<file path="config.mk">
export PLATFORM = sky130hd
export DESIGN_NAME = flash_burst_block_read
export DESIGN_NICKNAME = d
export VERILOG_FILES = /design/src/burst_fifo.v /design/src/flash_burst_block_read.v
export VERILOG_INCLUDE_DIRS = /design/src
export SDC_FILE = /design/constraint.sdc
export NUM_CORES = 1
export LEC_CHECK = 0
export ABC_AREA = 1
export BUFFER_PORTS_ARGS = -buffer_cell sky130_fd_sc_hd__buf_2
export CORE_ASPECT_RATIO = 1.25
export CORE_MARGIN = 2
export CORE_UTILIZATION = 28
export CTS_CLUSTER_SIZE = 12
export DETAILED_ROUTE_END_ITERATION = 12
export PLACE_DENSITY_LB_ADDON = 0.2
export SLEW_MARGIN = 20
export SYNTH_ARGS = -nofsm -noshare
export SYNTH_HDL_FRONTEND = slang
export SYNTH_SLANG_ARGS = --single-unit
</file>
<file path="constraint.sdc">
create_clock -name ref_clk -period 6.2 [get_ports ref_clk]
set_clock_uncertainty 0.15 [all_clocks]
set_input_delay 0.31 -clock ref_clk [delete_from_list [all_inputs] [get_ports ref_clk]]
set_output_delay 0.31 -clock ref_clk [all_outputs]
set_load 0.05 [all_outputs]
</file>
<file path="src/flash_burst_map.vh">
// Function
// - pages follow automatically after one command
// - only main area data is delivered
// - indicator rises when page load completes
// - indicator falls itself after page read
// - continuous uses pin only; fixed uses both
// - first word after latency, later words each edge
// - latency defaults four, programmable three to seven
// - first data captured on edge n plus one
// - ready pulses one clock before first capture
// - new word each edge, address self-increments
// - continuous read runs to the end of the page
// - fixed bursts 4..1K words, no wrap
// - normal burst modes accepted on loaded page
// - first word delivered even in async mode
// - latency readable by address during burst
// - outputs released when select or enable high
`ifndef FLASH_BURST_MAP_VH
`define FLASH_BURST_MAP_VH
`define WORD_W        16
`define FIFO_DEPTH    16
`define FIFO_AW       4
`define PAGE_WORDS    11'h400
`define LAT_DEFAULT   3'h4
`define LAT_MIN       3'h3
`define LAT_CFG_ADDR  16'hF0F0
`define BUF1_BIT      2
`define BL_CONT       3'h0
`define BL_4          3'h1
`define BL_8          3'h2
`define BL_16         3'h3
`define BL_32         3'h4
`define BL_1K         3'h5
`define ST_IDLE       3'h0
`define ST_LOAD       3'h1
`define ST_READY      3'h2
`define ST_LAT        3'h3
`define ST_BURST      3'h4
`endif
</file>
<file path="src/burst_fifo.v">
`timescale 1ns/1ps
module burst_fifo #(
  parameter W     = 16,
  parameter DEPTH = 16,
  parameter AW    = 4
) (
  // clock and reset
  input  wire          clk,
  input  wire          rst_n,
  // fill side
  input  wire          in_valid,
  input  wire [W-1:0]  in_data,
  output wire          in_ready,
  // drain side
  output wire          out_valid,
  output wire [W-1:0]  out_data,
  input  wire          out_ready
);
  reg [W-1:0]  mem [0:DEPTH-1];
  reg [AW-1:0] wr_ptr_r;
  reg [AW-1:0] rd_ptr_r;
  reg [AW:0]   count_r;
  reg [AW:0]   count_nxt;
  reg          in_ready_r;
  reg          out_valid_r;
  wire         push;
  wire         pop;

  assign push      = in_valid & in_ready_r;
  assign pop       = out_valid_r & out_ready;
  assign in_ready  = in_ready_r;
  assign out_valid = out_valid_r;
  assign out_data  = mem[rd_ptr_r];

  always @* begin
    count_nxt = count_r;
    if (push & ~pop)
      count_nxt = count_r + 1'b1;
    else if (pop & ~push)
      count_nxt = count_r - 1'b1;
  end

  always @(posedge clk) begin
    if (push)
      mem[wr_ptr_r] <= in_data;
  end

  always @(posedge clk or negedge rst_n) begin
    if (!rst_n) begin
      wr_ptr_r    <= {AW{1'b0}};
      rd_ptr_r    <= {AW{1'b0}};
      count_r     <= {(AW+1){1'b0}};
      in_ready_r  <= 1'b0;
      out_valid_r <= 1'b0;
    end else begin
      if (push)
        wr_ptr_r <= wr_ptr_r + 1'b1;
      if (pop)
        rd_ptr_r <= rd_ptr_r + 1'b1;
      count_r     <= count_nxt;
      in_ready_r  <= (count_nxt != DEPTH[AW:0]);
      out_valid_r <= (count_nxt != {(AW+1){1'b0}});
    end
  end
endmodule // burst_fifo

</file>
<file path="src/flash_burst_block_read.v">
`timescale 1ns/1ps
`include "flash_burst_map.vh"
module flash_burst_block_read (
  // clock and reset
  input  wire        ref_clk,
  input  wire        rstn,
  // command and configuration
  input  wire        cmd_start,
  input  wire [5:0]  start_page_address,
  input  wire [6:0]  page_count,
  input  wire [3:0]  buffer_sector_select,
  input  wire        sync_read_select,
  input  wire [2:0]  burst_len_sel,
  input  wire        lat_wr,
  input  wire [2:0]  lat_wdata,
  input  wire        cold_reset,
  input  wire        warm_reset,
  input  wire        hot_reset,
  // host bus pins
  input  wire        host_clk,
  input  wire        ce_n,
  input  wire        oe_n,
  input  wire        address_valid_n,
  input  wire [15:0] addr_in,
  output wire [15:0] dq_out,
  output wire        dq_oe,
  output wire        rdy,
  output wire        int_pin,
  output wire        int_bit,
  output wire [2:0]  read_latency_count,
  // flash array stream
  output wire        array_req,
  output wire [5:0]  array_page,
  input  wire        array_valid,
  input  wire [15:0] array_data,
  output wire        array_ready,
  // buffer ram
  output wire        ram_we,
  output wire [10:0] ram_addr,
  output wire [15:0] ram_wdata,
  input  wire [15:0] ram_rdata
);
  reg        rst_s1_r;
  reg        rst_s2_r;
  reg [3:0]  pin_s1_r;
  reg [3:0]  pin_s2_r;
  reg        hclk_d_r;
  reg [15:0] addr_s1_r;
  reg [15:0] addr_s2_r;
  reg [2:0]  st_r;
  reg [6:0]  pages_left_r;
  reg [5:0]  page_r;
  reg        buf_r;
  reg [10:0] load_cnt_r;
  reg [2:0]  lat_r;
  reg [2:0]  lat_cnt_r;
  reg [9:0]  word_addr_r;
  reg [10:0] burst_left_r;
  reg [10:0] page_words_r;
  reg        cont_r;
  reg        out_on_r;
  reg        int_r;
  reg        int_bit_r;
  reg        rdy_r;
  reg [15:0] dq_out_r;
  reg        dq_oe_r;
  reg        ram_we_r;
  reg [10:0] ram_addr_r;
  reg [15:0] ram_wdata_r;
  reg        array_req_r;
  reg [1:0]  rd_pend_r;
  wire       rst_n_i;
  wire       hrise;
  wire       ce_act;
  wire       oe_act;
  wire       avd_act;
  wire       any_reset;
  wire       latch;
  wire       fifo_valid;
  wire [15:0] fifo_data;
  wire       pop;
  wire       fifo_drain;
  wire       advance;
  wire [10:0] words_nxt;

  function [10:0] burst_words;
    input [2:0] sel;
    begin
      case (sel)
        `BL_4:   burst_words = 11'h004;
        `BL_8:   burst_words = 11'h008;
        `BL_16:  burst_words = 11'h010;
        `BL_32:  burst_words = 11'h020;
        `BL_1K:  burst_words = 11'h400;
        default: burst_words = 11'h400;
      endcase
    end
  endfunction

  // reset release
  always @(posedge ref_clk or negedge rstn) begin
    if (!rstn) begin
      rst_s1_r <= 1'b0;
      rst_s2_r <= 1'b0;
    end else begin
      rst_s1_r <= 1'b1;
      rst_s2_r <= rst_s1_r;
    end
  end
  assign rst_n_i = rst_s2_r;

  // host pins: {host_clk, ce_n, oe_n, address_valid_n}
  always @(posedge ref_clk or negedge rst_n_i) begin
    if (!rst_n_i) begin
      pin_s1_r  <= 4'h7;
      pin_s2_r  <= 4'h7;
      hclk_d_r  <= 1'b0;
      addr_s1_r <= 16'h0000;
      addr_s2_r <= 16'h0000;
    end else begin
      pin_s1_r  <= {host_clk, ce_n, oe_n, address_valid_n};
      pin_s2_r  <= pin_s1_r;
      hclk_d_r  <= pin_s2_r[3];
      addr_s1_r <= addr_in;
      addr_s2_r <= addr_s1_r;
    end
  end

  assign hrise     = pin_s2_r[3] & ~hclk_d_r;
  assign ce_act    = ~pin_s2_r[2];
  assign oe_act    = ~pin_s2_r[1];
  assign avd_act   = ~pin_s2_r[0];
  assign any_reset = cold_reset | warm_reset | hot_reset;
  assign latch     = hrise & ce_act & avd_act &
                     ((st_r == `ST_READY) | (st_r == `ST_LAT) | (st_r == `ST_BURST));
  assign pop       = fifo_valid & (st_r == `ST_LOAD);
  // stale words of a load cut short by a reset are dropped while idle
  assign fifo_drain = (st_r == `ST_LOAD) | (st_r == `ST_IDLE);
  // a word is captured by the host on every rising host clock edge of the burst phase with address valid released
  assign advance   = hrise & ce_act & (st_r == `ST_BURST) & ~avd_act;
  assign words_nxt = page_words_r + 11'h001;

  burst_fifo #(
    .W     (`WORD_W),
    .DEPTH (`FIFO_DEPTH),
    .AW    (`FIFO_AW)
  ) u_fifo (
    .clk       (ref_clk),
    .rst_n     (rst_n_i),
    .in_valid  (array_valid),
    .in_data   (array_data),
    .in_ready  (array_ready),
    .out_valid (fifo_valid),
    .out_data  (fifo_data),
    .out_ready (fifo_drain)
  );

  always @(posedge ref_clk or negedge rst_n_i) begin
    if (!rst_n_i) begin
      st_r         <= `ST_IDLE;
      pages_left_r <= 7'h00;
      page_r       <= 6'h00;
      buf_r        <= 1'b0;
      load_cnt_r   <= 11'h000;
      lat_r        <= `LAT_DEFAULT;
      lat_cnt_r    <= 3'h0;
      word_addr_r  <= 10'h000;
      burst_left_r <= 11'h000;
      page_words_r <= 11'h000;
      cont_r       <= 1'b0;
      out_on_r     <= 1'b0;
      int_r        <= 1'b0;
      int_bit_r    <= 1'b0;
      rdy_r        <= 1'b0;
      dq_out_r     <= 16'h0000;
      dq_oe_r      <= 1'b0;
      ram_we_r     <= 1'b0;
      ram_addr_r   <= 11'h000;
      ram_wdata_r  <= 16'h0000;
      array_req_r  <= 1'b0;
      rd_pend_r    <= 2'h0;
    end else begin
      array_req_r <= 1'b0;
      ram_we_r    <= 1'b0;
      rd_pend_r   <= {rd_pend_r[0], 1'b0};
      if (rd_pend_r[1])
        dq_out_r <= ram_rdata;
      // bit follows the length now selected, so a host can poll it before latching
      int_bit_r <= int_r & (burst_len_sel != `BL_CONT);
      dq_oe_r   <= ce_act & oe_act & out_on_r;
      if (lat_wr && (lat_wdata >= `LAT_MIN))
        lat_r <= lat_wdata;
      if (any_reset) begin
        st_r        <= `ST_IDLE;
        int_r       <= 1'b0;
        rdy_r       <= 1'b0;
        out_on_r    <= 1'b0;
        array_req_r <= 1'b0;
        if (cold_reset)
          lat_r <= `LAT_DEFAULT;
      end else begin
        if (!ce_act)
          out_on_r <= 1'b0;
        case (st_r)
          `ST_IDLE: begin
            if (cmd_start) begin
              page_r       <= start_page_address;
              pages_left_r <= page_count;
              buf_r        <= buffer_sector_select[`BUF1_BIT];
              load_cnt_r   <= 11'h000;
              array_req_r  <= 1'b1;
              st_r         <= `ST_LOAD;
            end
          end
          `ST_LOAD: begin
            if (pop) begin
              ram_we_r    <= 1'b1;
              ram_addr_r  <= {buf_r, load_cnt_r[9:0]};
              ram_wdata_r <= fifo_data;
              load_cnt_r  <= load_cnt_r + 11'h001;
              if (load_cnt_r == (`PAGE_WORDS - 11'h001)) begin
                int_r        <= 1'b1;
                page_words_r <= 11'h000;
                st_r         <= `ST_READY;
              end
            end
          end
          `ST_READY, `ST_LAT, `ST_BURST: begin
            if (latch) begin
              out_on_r <= 1'b1;
              rdy_r    <= 1'b0;
              if (addr_s2_r == `LAT_CFG_ADDR) begin
                dq_out_r <= {13'h0000, lat_r};
              end else begin
                // spare bits of the address are dropped
                word_addr_r  <= addr_s2_r[9:0];
                ram_addr_r   <= {buf_r, addr_s2_r[9:0]};
                rd_pend_r    <= 2'h1;
                lat_cnt_r    <= lat_r;
                cont_r       <= (burst_len_sel == `BL_CONT);
                burst_left_r <= burst_words(burst_len_sel);
                // async mode still yields the first word
                st_r <= sync_read_select ? `ST_LAT : `ST_READY;
              end
            end else if (!ce_act && (st_r != `ST_READY)) begin
              rdy_r <= 1'b0;
              st_r  <= `ST_READY;
            end else if (hrise && (st_r == `ST_LAT)) begin
              lat_cnt_r <= lat_cnt_r - 3'h1;
              if (lat_cnt_r == 3'h1) begin
                rdy_r <= 1'b1;
                st_r  <= `ST_BURST;
              end
            end else if (advance) begin
              rdy_r <= 1'b0;
              if (cont_r || (burst_left_r != 11'h000)) begin
                if (!cont_r)
                  burst_left_r <= burst_left_r - 11'h001;
                // fixed bursts stop at the page end, continuous wraps
                if (cont_r || (word_addr_r != 10'h3FF)) begin
                  word_addr_r <= word_addr_r + 10'h001;
                  ram_addr_r  <= {buf_r, word_addr_r + 10'h001};
                  rd_pend_r   <= 2'h1;
                end
                page_words_r <= words_nxt;
                if (words_nxt == `PAGE_WORDS) begin
                  int_r    <= 1'b0;
                  out_on_r <= 1'b0;
                  if (pages_left_r <= 7'h01) begin
                    st_r <= `ST_IDLE;
                  end else begin
                    // next page goes to the other buffer
                    pages_left_r <= pages_left_r - 7'h01;
                    page_r       <= page_r + 6'h01;
                    buf_r        <= ~buf_r;
                    load_cnt_r   <= 11'h000;
                    array_req_r  <= 1'b1;
                    st_r         <= `ST_LOAD;
                  end
                end
              end
            end
          end
          default: st_r <= `ST_IDLE;
        endcase
      end
    end
  end

  // every fixed or continuous length is accepted on a loaded page
  assign dq_out             = dq_out_r;
  assign dq_oe              = dq_oe_r;
  assign rdy                = rdy_r;
  assign int_pin            = int_r;
  assign int_bit            = int_bit_r;
  assign read_latency_count = lat_r;
  assign array_req          = array_req_r;
  assign array_page         = page_r;
  assign ram_we             = ram_we_r;
  assign ram_addr           = ram_addr_r;
  assign ram_wdata          = ram_wdata_r;
endmodule // flash_burst_block_read

</file>
Word-level counts from Yosys, hierarchy flattened:

Memories as Yosys holds them, arrays and structs flattened. A register that Yosys moved wholly into a read port is not among the register bits.
Index checks and enable logic that the tools add are counted.

* register bits: 161
* memory bits (writable): 256
* memories: 1
* word-level logic and storage cells: 307
* bits of input ports: 84

* bitwise gates (word level): 28
* mux-type cells: 148
* reductions and logical operators: 34
* equality and inequality tests: 50
* $lt $le $gt $ge: 2
* add/subtract/negate cells: 11

Memory list
* u_fifo.mem: words 16, width 16, rd ports 1, clocked after Yosys merged registers in 1, write ports 1, RTL line burst_fifo.v:19 `reg [W-1:0] mem [0:DEPTH-1];`

Operators by type and width (number)
* $mux W11: 31
* $mux W16: 5
* $mux W10: 7
* $mux W3: 19
* $mux W7: 8
* $mux W1: 49
* $mux W6: 8
* $pmux W11 S2: 2
* $pmux W11 S4: 1
* $ne A3 B3 Y1 const B: 14
* $pmux W11 S3: 1
* $reduce_and A9 Y1: 3
* $ne A2 B2 Y1 const B: 12
* $ne A6 B6 Y1 const B: 4
* $reduce_and A8 Y1: 3
* $add A11 B1 Y11 const B: 2
* $mux W2: 9
* $eq A16 B16 Y1 const B: 1
* $and A1 B1 Y1: 14
* $pmux W7 S2: 1
* $reduce_bool A2 Y1: 7
* $eq A3 B2 Y1 const B: 4
* $pmux W6 S2: 1
* $eq A11 B10 Y1 const B: 1
* other kinds (37): 66

Longest topological paths before layout:

* word-level depth: 11
* gate-level depth with buffers: 15
* gate-level depth less buffers: 14

Cells and area by module:

Synthesis repeated with hierarchy kept, for this count alone.

* cells, all modules: 1824
* area, all modules: 18949.4 um2

By module, submodules not included
* burst_fifo: cells an instance 860, area each 11064.4 um2, sequential area each 8062.7 um2, instances 1
* flash_burst_block_read: cells an instance 964, area each 7885.1 um2, sequential area each 4062.6 um2, instances 1

Worst setup path after synthesis:

Ideal clock, no wire load.

* path type: register -> register
* start point: reg u_fifo.in_ready_r (netlist: u_fifo.in_ready)
* end point: mem u_fifo.mem[11][0], enable pin
* slack: 3893 ps
* setup time: 388 ps
* period minus slack after synthesis: 2307 ps
* path buffers: 0
* arrival time: 1769 ps
* stages on the path, launching flop included: 5
* data required time: 5662 ps
* cell sequence: dfrtp_1 nand2_1 clkinv_1 nand2_1 nor2_1

* cells in the longest elaborated chain, start to end: 3

Ends and longest elaborated chain
* from (decl): RTL line burst_fifo.v:24 `reg in_ready_r;`
* from (signal assigned): RTL line burst_fifo.v:61 `in_ready_r <= (count_nxt != DEPTH[AW:0]);`
* $and A1 B1 Y1: RTL line burst_fifo.v:29 `assign push = in_valid & in_ready_r;`
* $mux W1: RTL line burst_fifo.v:44 `if (push)`
* $mux W1 (implied by the code): RTL line burst_fifo.v:45 `mem[wr_ptr_r] <= in_data;`
* to (decl): RTL line burst_fifo.v:19

Every way passes these cells.

Worst setup path after layout:

* start point: reg st_r[1]
* end point: reg burst_left_r[8]

* cells in the longest elaborated chain, start to end: 6

Ends and longest elaborated chain
* from (decl): RTL line flash_burst_block_read.v:50 `reg [2:0] st_r;`
* from (signal assigned): RTL line flash_burst_block_read.v:160 `` st_r <= `ST_IDLE; ``
* from (signal assigned): RTL line flash_burst_block_read.v:194 `` st_r <= `ST_IDLE; ``
* from (signal assigned): RTL line flash_burst_block_read.v:212 `` st_r <= `ST_LOAD; ``
* $eq A3 B2 Y1: RTL line flash_burst_block_read.v:204 `case (st_r)`
* $or A1 B1 Y1 (2 in a row): RTL line flash_burst_block_read.v:135 `` ((st_r == `ST_READY) | (st_r == `ST_LAT) | (st_r == `ST_BURST)); ``
* $and A1 B1 Y1: RTL line flash_burst_block_read.v:134 `assign latch = hrise & ce_act & avd_act &`
* $ne A2 B1 Y1 (no source line) (tied with other cells)
* $reduce_and A8 Y1 (no source line)
* to (signal assigned): RTL line flash_burst_block_read.v:241 `burst_left_r <= burst_words(burst_len_sel);`
* to (signal assigned): RTL line flash_burst_block_read.v:258 `burst_left_r <= burst_left_r - 11'h001;`
* to (decl): RTL line flash_burst_block_read.v:58 `reg [10:0] burst_left_r;`

Parallel ways exist; a longest one is shown, timed or not.
A chain may end at the register's enable or synchronous reset.

==> results_dict.tcl <==
set metrics [dict create \
    multi_input_area_mm2 0.00565 \
    clkPwrFrac_pct 32.9 \
    synth-main-ff-cell "edfxtp_1" \
    grt.total_usage_pct 15.1 \
    finalMaxSlewViolations 0 \
    rows 105 \
    synth_compound_area_share_pct 11.8 \
    clock_latency_ps 600 \
    swShare_pct 34.8 \
    synth_cell_types 46 \
    powerDensity_mw_per_mm2 387 \
    globalplace.congestion 0.817 \
    yosysTopAreaCellShare_pct 41.6 \
    yosys.area_share.simple_pct 15.4 \
    synth-xor-area-share_pct 1.61 \
    clockRootBuffer "clkbuf_16" \
    start_kind "flop" \
    rr_worst_depth 12 \
    first_pass_iters 4 \
    fin_setup_tns_ps 0 \
    pwr-share-comb_pct 25.5 \
    hold_ws_ps 46.8 \
    synth_warnings 0 \
    synth-edff-count 256 \
    critPathMaxFanout 34 \
    synth_cells 1729 \
    drt_iter0_markers 901 \
    switchingPower_mw 3.04 \
    synth_top_family_by_area "simple AND/OR/NAND/NOR gates" \
    io_buffers 139 \
    setup_viol 0 \
    netlist_top_cells_area "edfxtp_1 42%, dfrtp_1 23%, nand2_1 6.1%" \
    avgSynthCellArea_um2 10.7 \
    critPathCaptureType "flop" \
    overflow 0 \
    hpwl_mm 30.5 \
    synth_fa_ha_area_share_pct 1.15 \
    drive_gt1_share_pct 14.9 \
    nets 2040 \
    wl_per_cell_um 18.2 \
    grt_max_degree 131 \
    synthMuxAreaShare_pct 0.278 \
    n_fill_cell 6597 \
    crit_required_ps 6560 \
    fin_crit_sh_pct 52.3 \
    power.internal_mw 5.70 \
    die_area_mm2 0.0681 \
    grt_pass1_vias 13400 \
    layout_min_cycle_time_ps 3240 \
    synthArstFlopShare_pct 40.9 \
    arrival_ps 3610 \
    via_per_inst 4.71 \
    syn-num-nets 1830 \
    seq_area_mm2 0.0121 \
    die_w_um 234 \
    clk_pin_slew_ps 60 \
    cts_tree "done" \
    post_cts_resized 0 \
    syn_to_final_growth_pct 22.2 \
    maxSlewHeadroom_pct 28.9 \
    irDropWorstVdd_uv 278 \
    synth_top_area_cell "edfxtp_1" \
    max_freq_ghz 0.308 \
    initial_utilization_pct 28.2 \
    min_path_type "primary input to flop" \
    maxCapViolations 0 \
    status "complete, no violations" \
    hold_viol_final 0 \
    syn-cell-area_mm2 0.0185 \
    core_area_mm2 0.0654 \
    drt-total-wl_mm 51.6 \
    route.detailed.drc 0 \
    min_path_cells 5 \
    htreeDepth 2 \
    yosys_register_bits 433 \
    numCtsBuffers 47 \
    rsz0062_at_grt "no" \
    seqPwrFrac_pct 41.6 \
    timing.rr.start "st_r[1]" \
    setup.worst_path.start "st_r[1]" \
    worst_pin_slew_ps 1070 \
    min_from "sync_read_select" \
    cts.sinks 433 \
    ant_nets 0 \
    via_count 13400 \
    power.static_leakage_nw 8.79 \
    regToRegSetupSlack_ps 2960 \
    ioPinCount 143 \
    antenna_found_initial 2 \
    synth_seq_area_share_pct 65.6 \
    die_height_um 291 \
    path_class "flop to flop" \
    grt_pass1_wl_mm 78.9 \
    clockBufferDepth 3 \
]
==> worst max-delay path, stage by stage (launching register included) <==
cell and delay (ps):
dfrtp_1 410, inv_1 100, nand3_1 120, nand2_2 90, buf_4 360, inv_1 490
nor2_2 270, inv_1 120, a21oi_1 200, nand2_1 260, inv_1 340, nand3_1 100
o21ai_0 110
==> worst paths after layout <==
check                                   to
max                        burst_left_r[8]
min                                st_r[0]
max reg2reg                burst_left_r[8]
min reg2reg                  addr_s1_r[15]
max in group asynchronous        array_req
min in group asynchronous    addr_s1_r[15]
==> metal layers <==
| layer | track usage (%) | part of all wire [%] |
|---|---|---|
| met2 | 27.0 | 51 |
| met1 | 18.2 | 41 |
| met4 | 4.43 | 2.5 |
| met3 | 2.77 | 4.7 |
| met5 | 0 | 0.025 |
==> power groups by stage <==
stage	Clock (mW)	Combinational (mW)	Sequential, mW
3_5_place_dp	0	2.22	3.69
5_1_grt	3.10	2.46	3.67
2_1_floorplan	0	1.27	3.85
4_1_cts	2.98	2.27	3.64
6_report	2.88	2.23	3.64
3_3_place_gp	0	2.19	3.69
==> kinds of logic (layout without fill, tap and decap cells) <==
| family | count (synthesis) | in the layout |
|---|---|---|
| fa+ha+maj | 17 | 17 |
| xor+xnor | 34 | 34 |
| mux | 5 | 5 |
| flops | 433 | 433 |
| other cells | 1 | 2 |
| compound gates | 369 | 369 |
| simple gates | 682 | 682 |
| buf+inv | 188 | 436 |
==> state kept, by name (all words and copies together), names as in the netlist, 2 cells and up <==
| signal | cells |
|---|---|
| array_page | 6 |
| u_fifo.wr_ptr_r | 4 |
| rd_pend_r | 2 |
| addr_s2_r | 16 |
| lat_cnt_r | 3 |
| addr_s1_r | 16 |
| dq_out | 16 |
| ram_addr | 11 |
| load_cnt_r | 11 |
| burst_left_r | 11 |
| u_fifo.mem | 256 |
| read_latency_count | 3 |
| word_addr_r | 10 |
| pin_s2_r | 4 |
| u_fifo.count_r | 5 |
| page_words_r | 11 |
| st_r | 3 |
| u_fifo.rd_ptr_r | 4 |
| pages_left_r | 7 |
| pin_s1_r | 4 |
| ram_wdata | 16 |
==> layout by cell type (no fill, tap or decap), types with 5 or more instances in the layout <==
| master | synthesis | final |
|---|---|---|
| nand4_1 | 18 | 18 |
| clkinv_2 | 0 | 6 |
| dlygate4sd3_1 | 0 | 81 |
| o221ai_1 | 46 | 46 |
| clkbuf_1 | 55 | 19 |
| xnor2_1 | 7 | 7 |
| buf_4 | 2 | 28 |
| nand3_1 | 80 | 80 |
| o21ai_1 | 15 | 15 |
| a31oi_1 | 18 | 18 |
| nor2_2 | 5 | 22 |
| ha_1 | 17 | 17 |
| nand2_1 | 299 | 299 |
| o31ai_1 | 12 | 12 |
| nand2_2 | 6 | 6 |
| inv_1 | 94 | 93 |
| nor3_1 | 12 | 12 |
| clkbuf_16 | 0 | 47 |
| dfstp_2 | 7 | 7 |
| edfxtp_1 | 256 | 256 |
| xor2_1 | 27 | 27 |
| nor2_1 | 239 | 221 |
| bufinv_16 | 0 | 5 |
| o22ai_1 | 20 | 20 |
| a21oi_1 | 25 | 25 |
| o21ai_0 | 208 | 208 |
| buf_2 | 25 | 139 |
| o211ai_1 | 20 | 20 |
| or2_2 | 8 | 8 |
| dfrtp_1 | 170 | 167 |
==> area by class of cell <==
| cell class | count | share of cell area [%] |
|---|---|---|
| sequential | 433 | 53.8 |
| multi-input combinational | 1108 | 25.0 |
| timing repair buffer | 250 | 7.82 |
| clock buffer | 70 | 5.77 |
| tap | 856 | 4.75 |
| inverter | 99 | 1.65 |
| clock inverter | 17 | 1.24 |
| antenna | 1 | 0.0111 |
==> per-stage QoR <==
step	total power [mW]	instances	setup WS, ps	cell area, um2	util [%]
after floorplan	5.11	1729	765	18500	-
after global placement	5.88	2664	2720	20100	30.8
after detailed placement	5.92	2664	2810	20100	30.8
after CTS	8.88	2832	2760	22500	34.5
after global routing	9.23	2834	2530	22600	34.5
final	8.74	2834	2960	22600	34.5
==> Yosys cell counts (all sizes together), types with 7 or more instances <==
| cell type | number |
|---|---|
| nand2 | 306 |
| edfxtp | 256 |
| nor2 | 245 |
| o21ai | 223 |
| dfrtp | 170 |
| inv | 98 |
| nand3 | 81 |
| clkbuf | 56 |
| o221ai | 46 |
| buf | 33 |
| xor2 | 27 |
| a21oi | 25 |
| o22ai | 21 |
| o211ai | 20 |
| a31oi | 18 |
| nand4 | 18 |
| ha | 17 |
| nor3 | 14 |
| o31ai | 12 |
| or2 | 8 |
| dfstp | 7 |
| xnor2 | 7 |
==> what timing repair did <==
action,in CTS,in global routing
hold endpoints to repair,317,0
setup buffers,0,0
hold buffers,81,0
(Power assumes the default switching activity.)
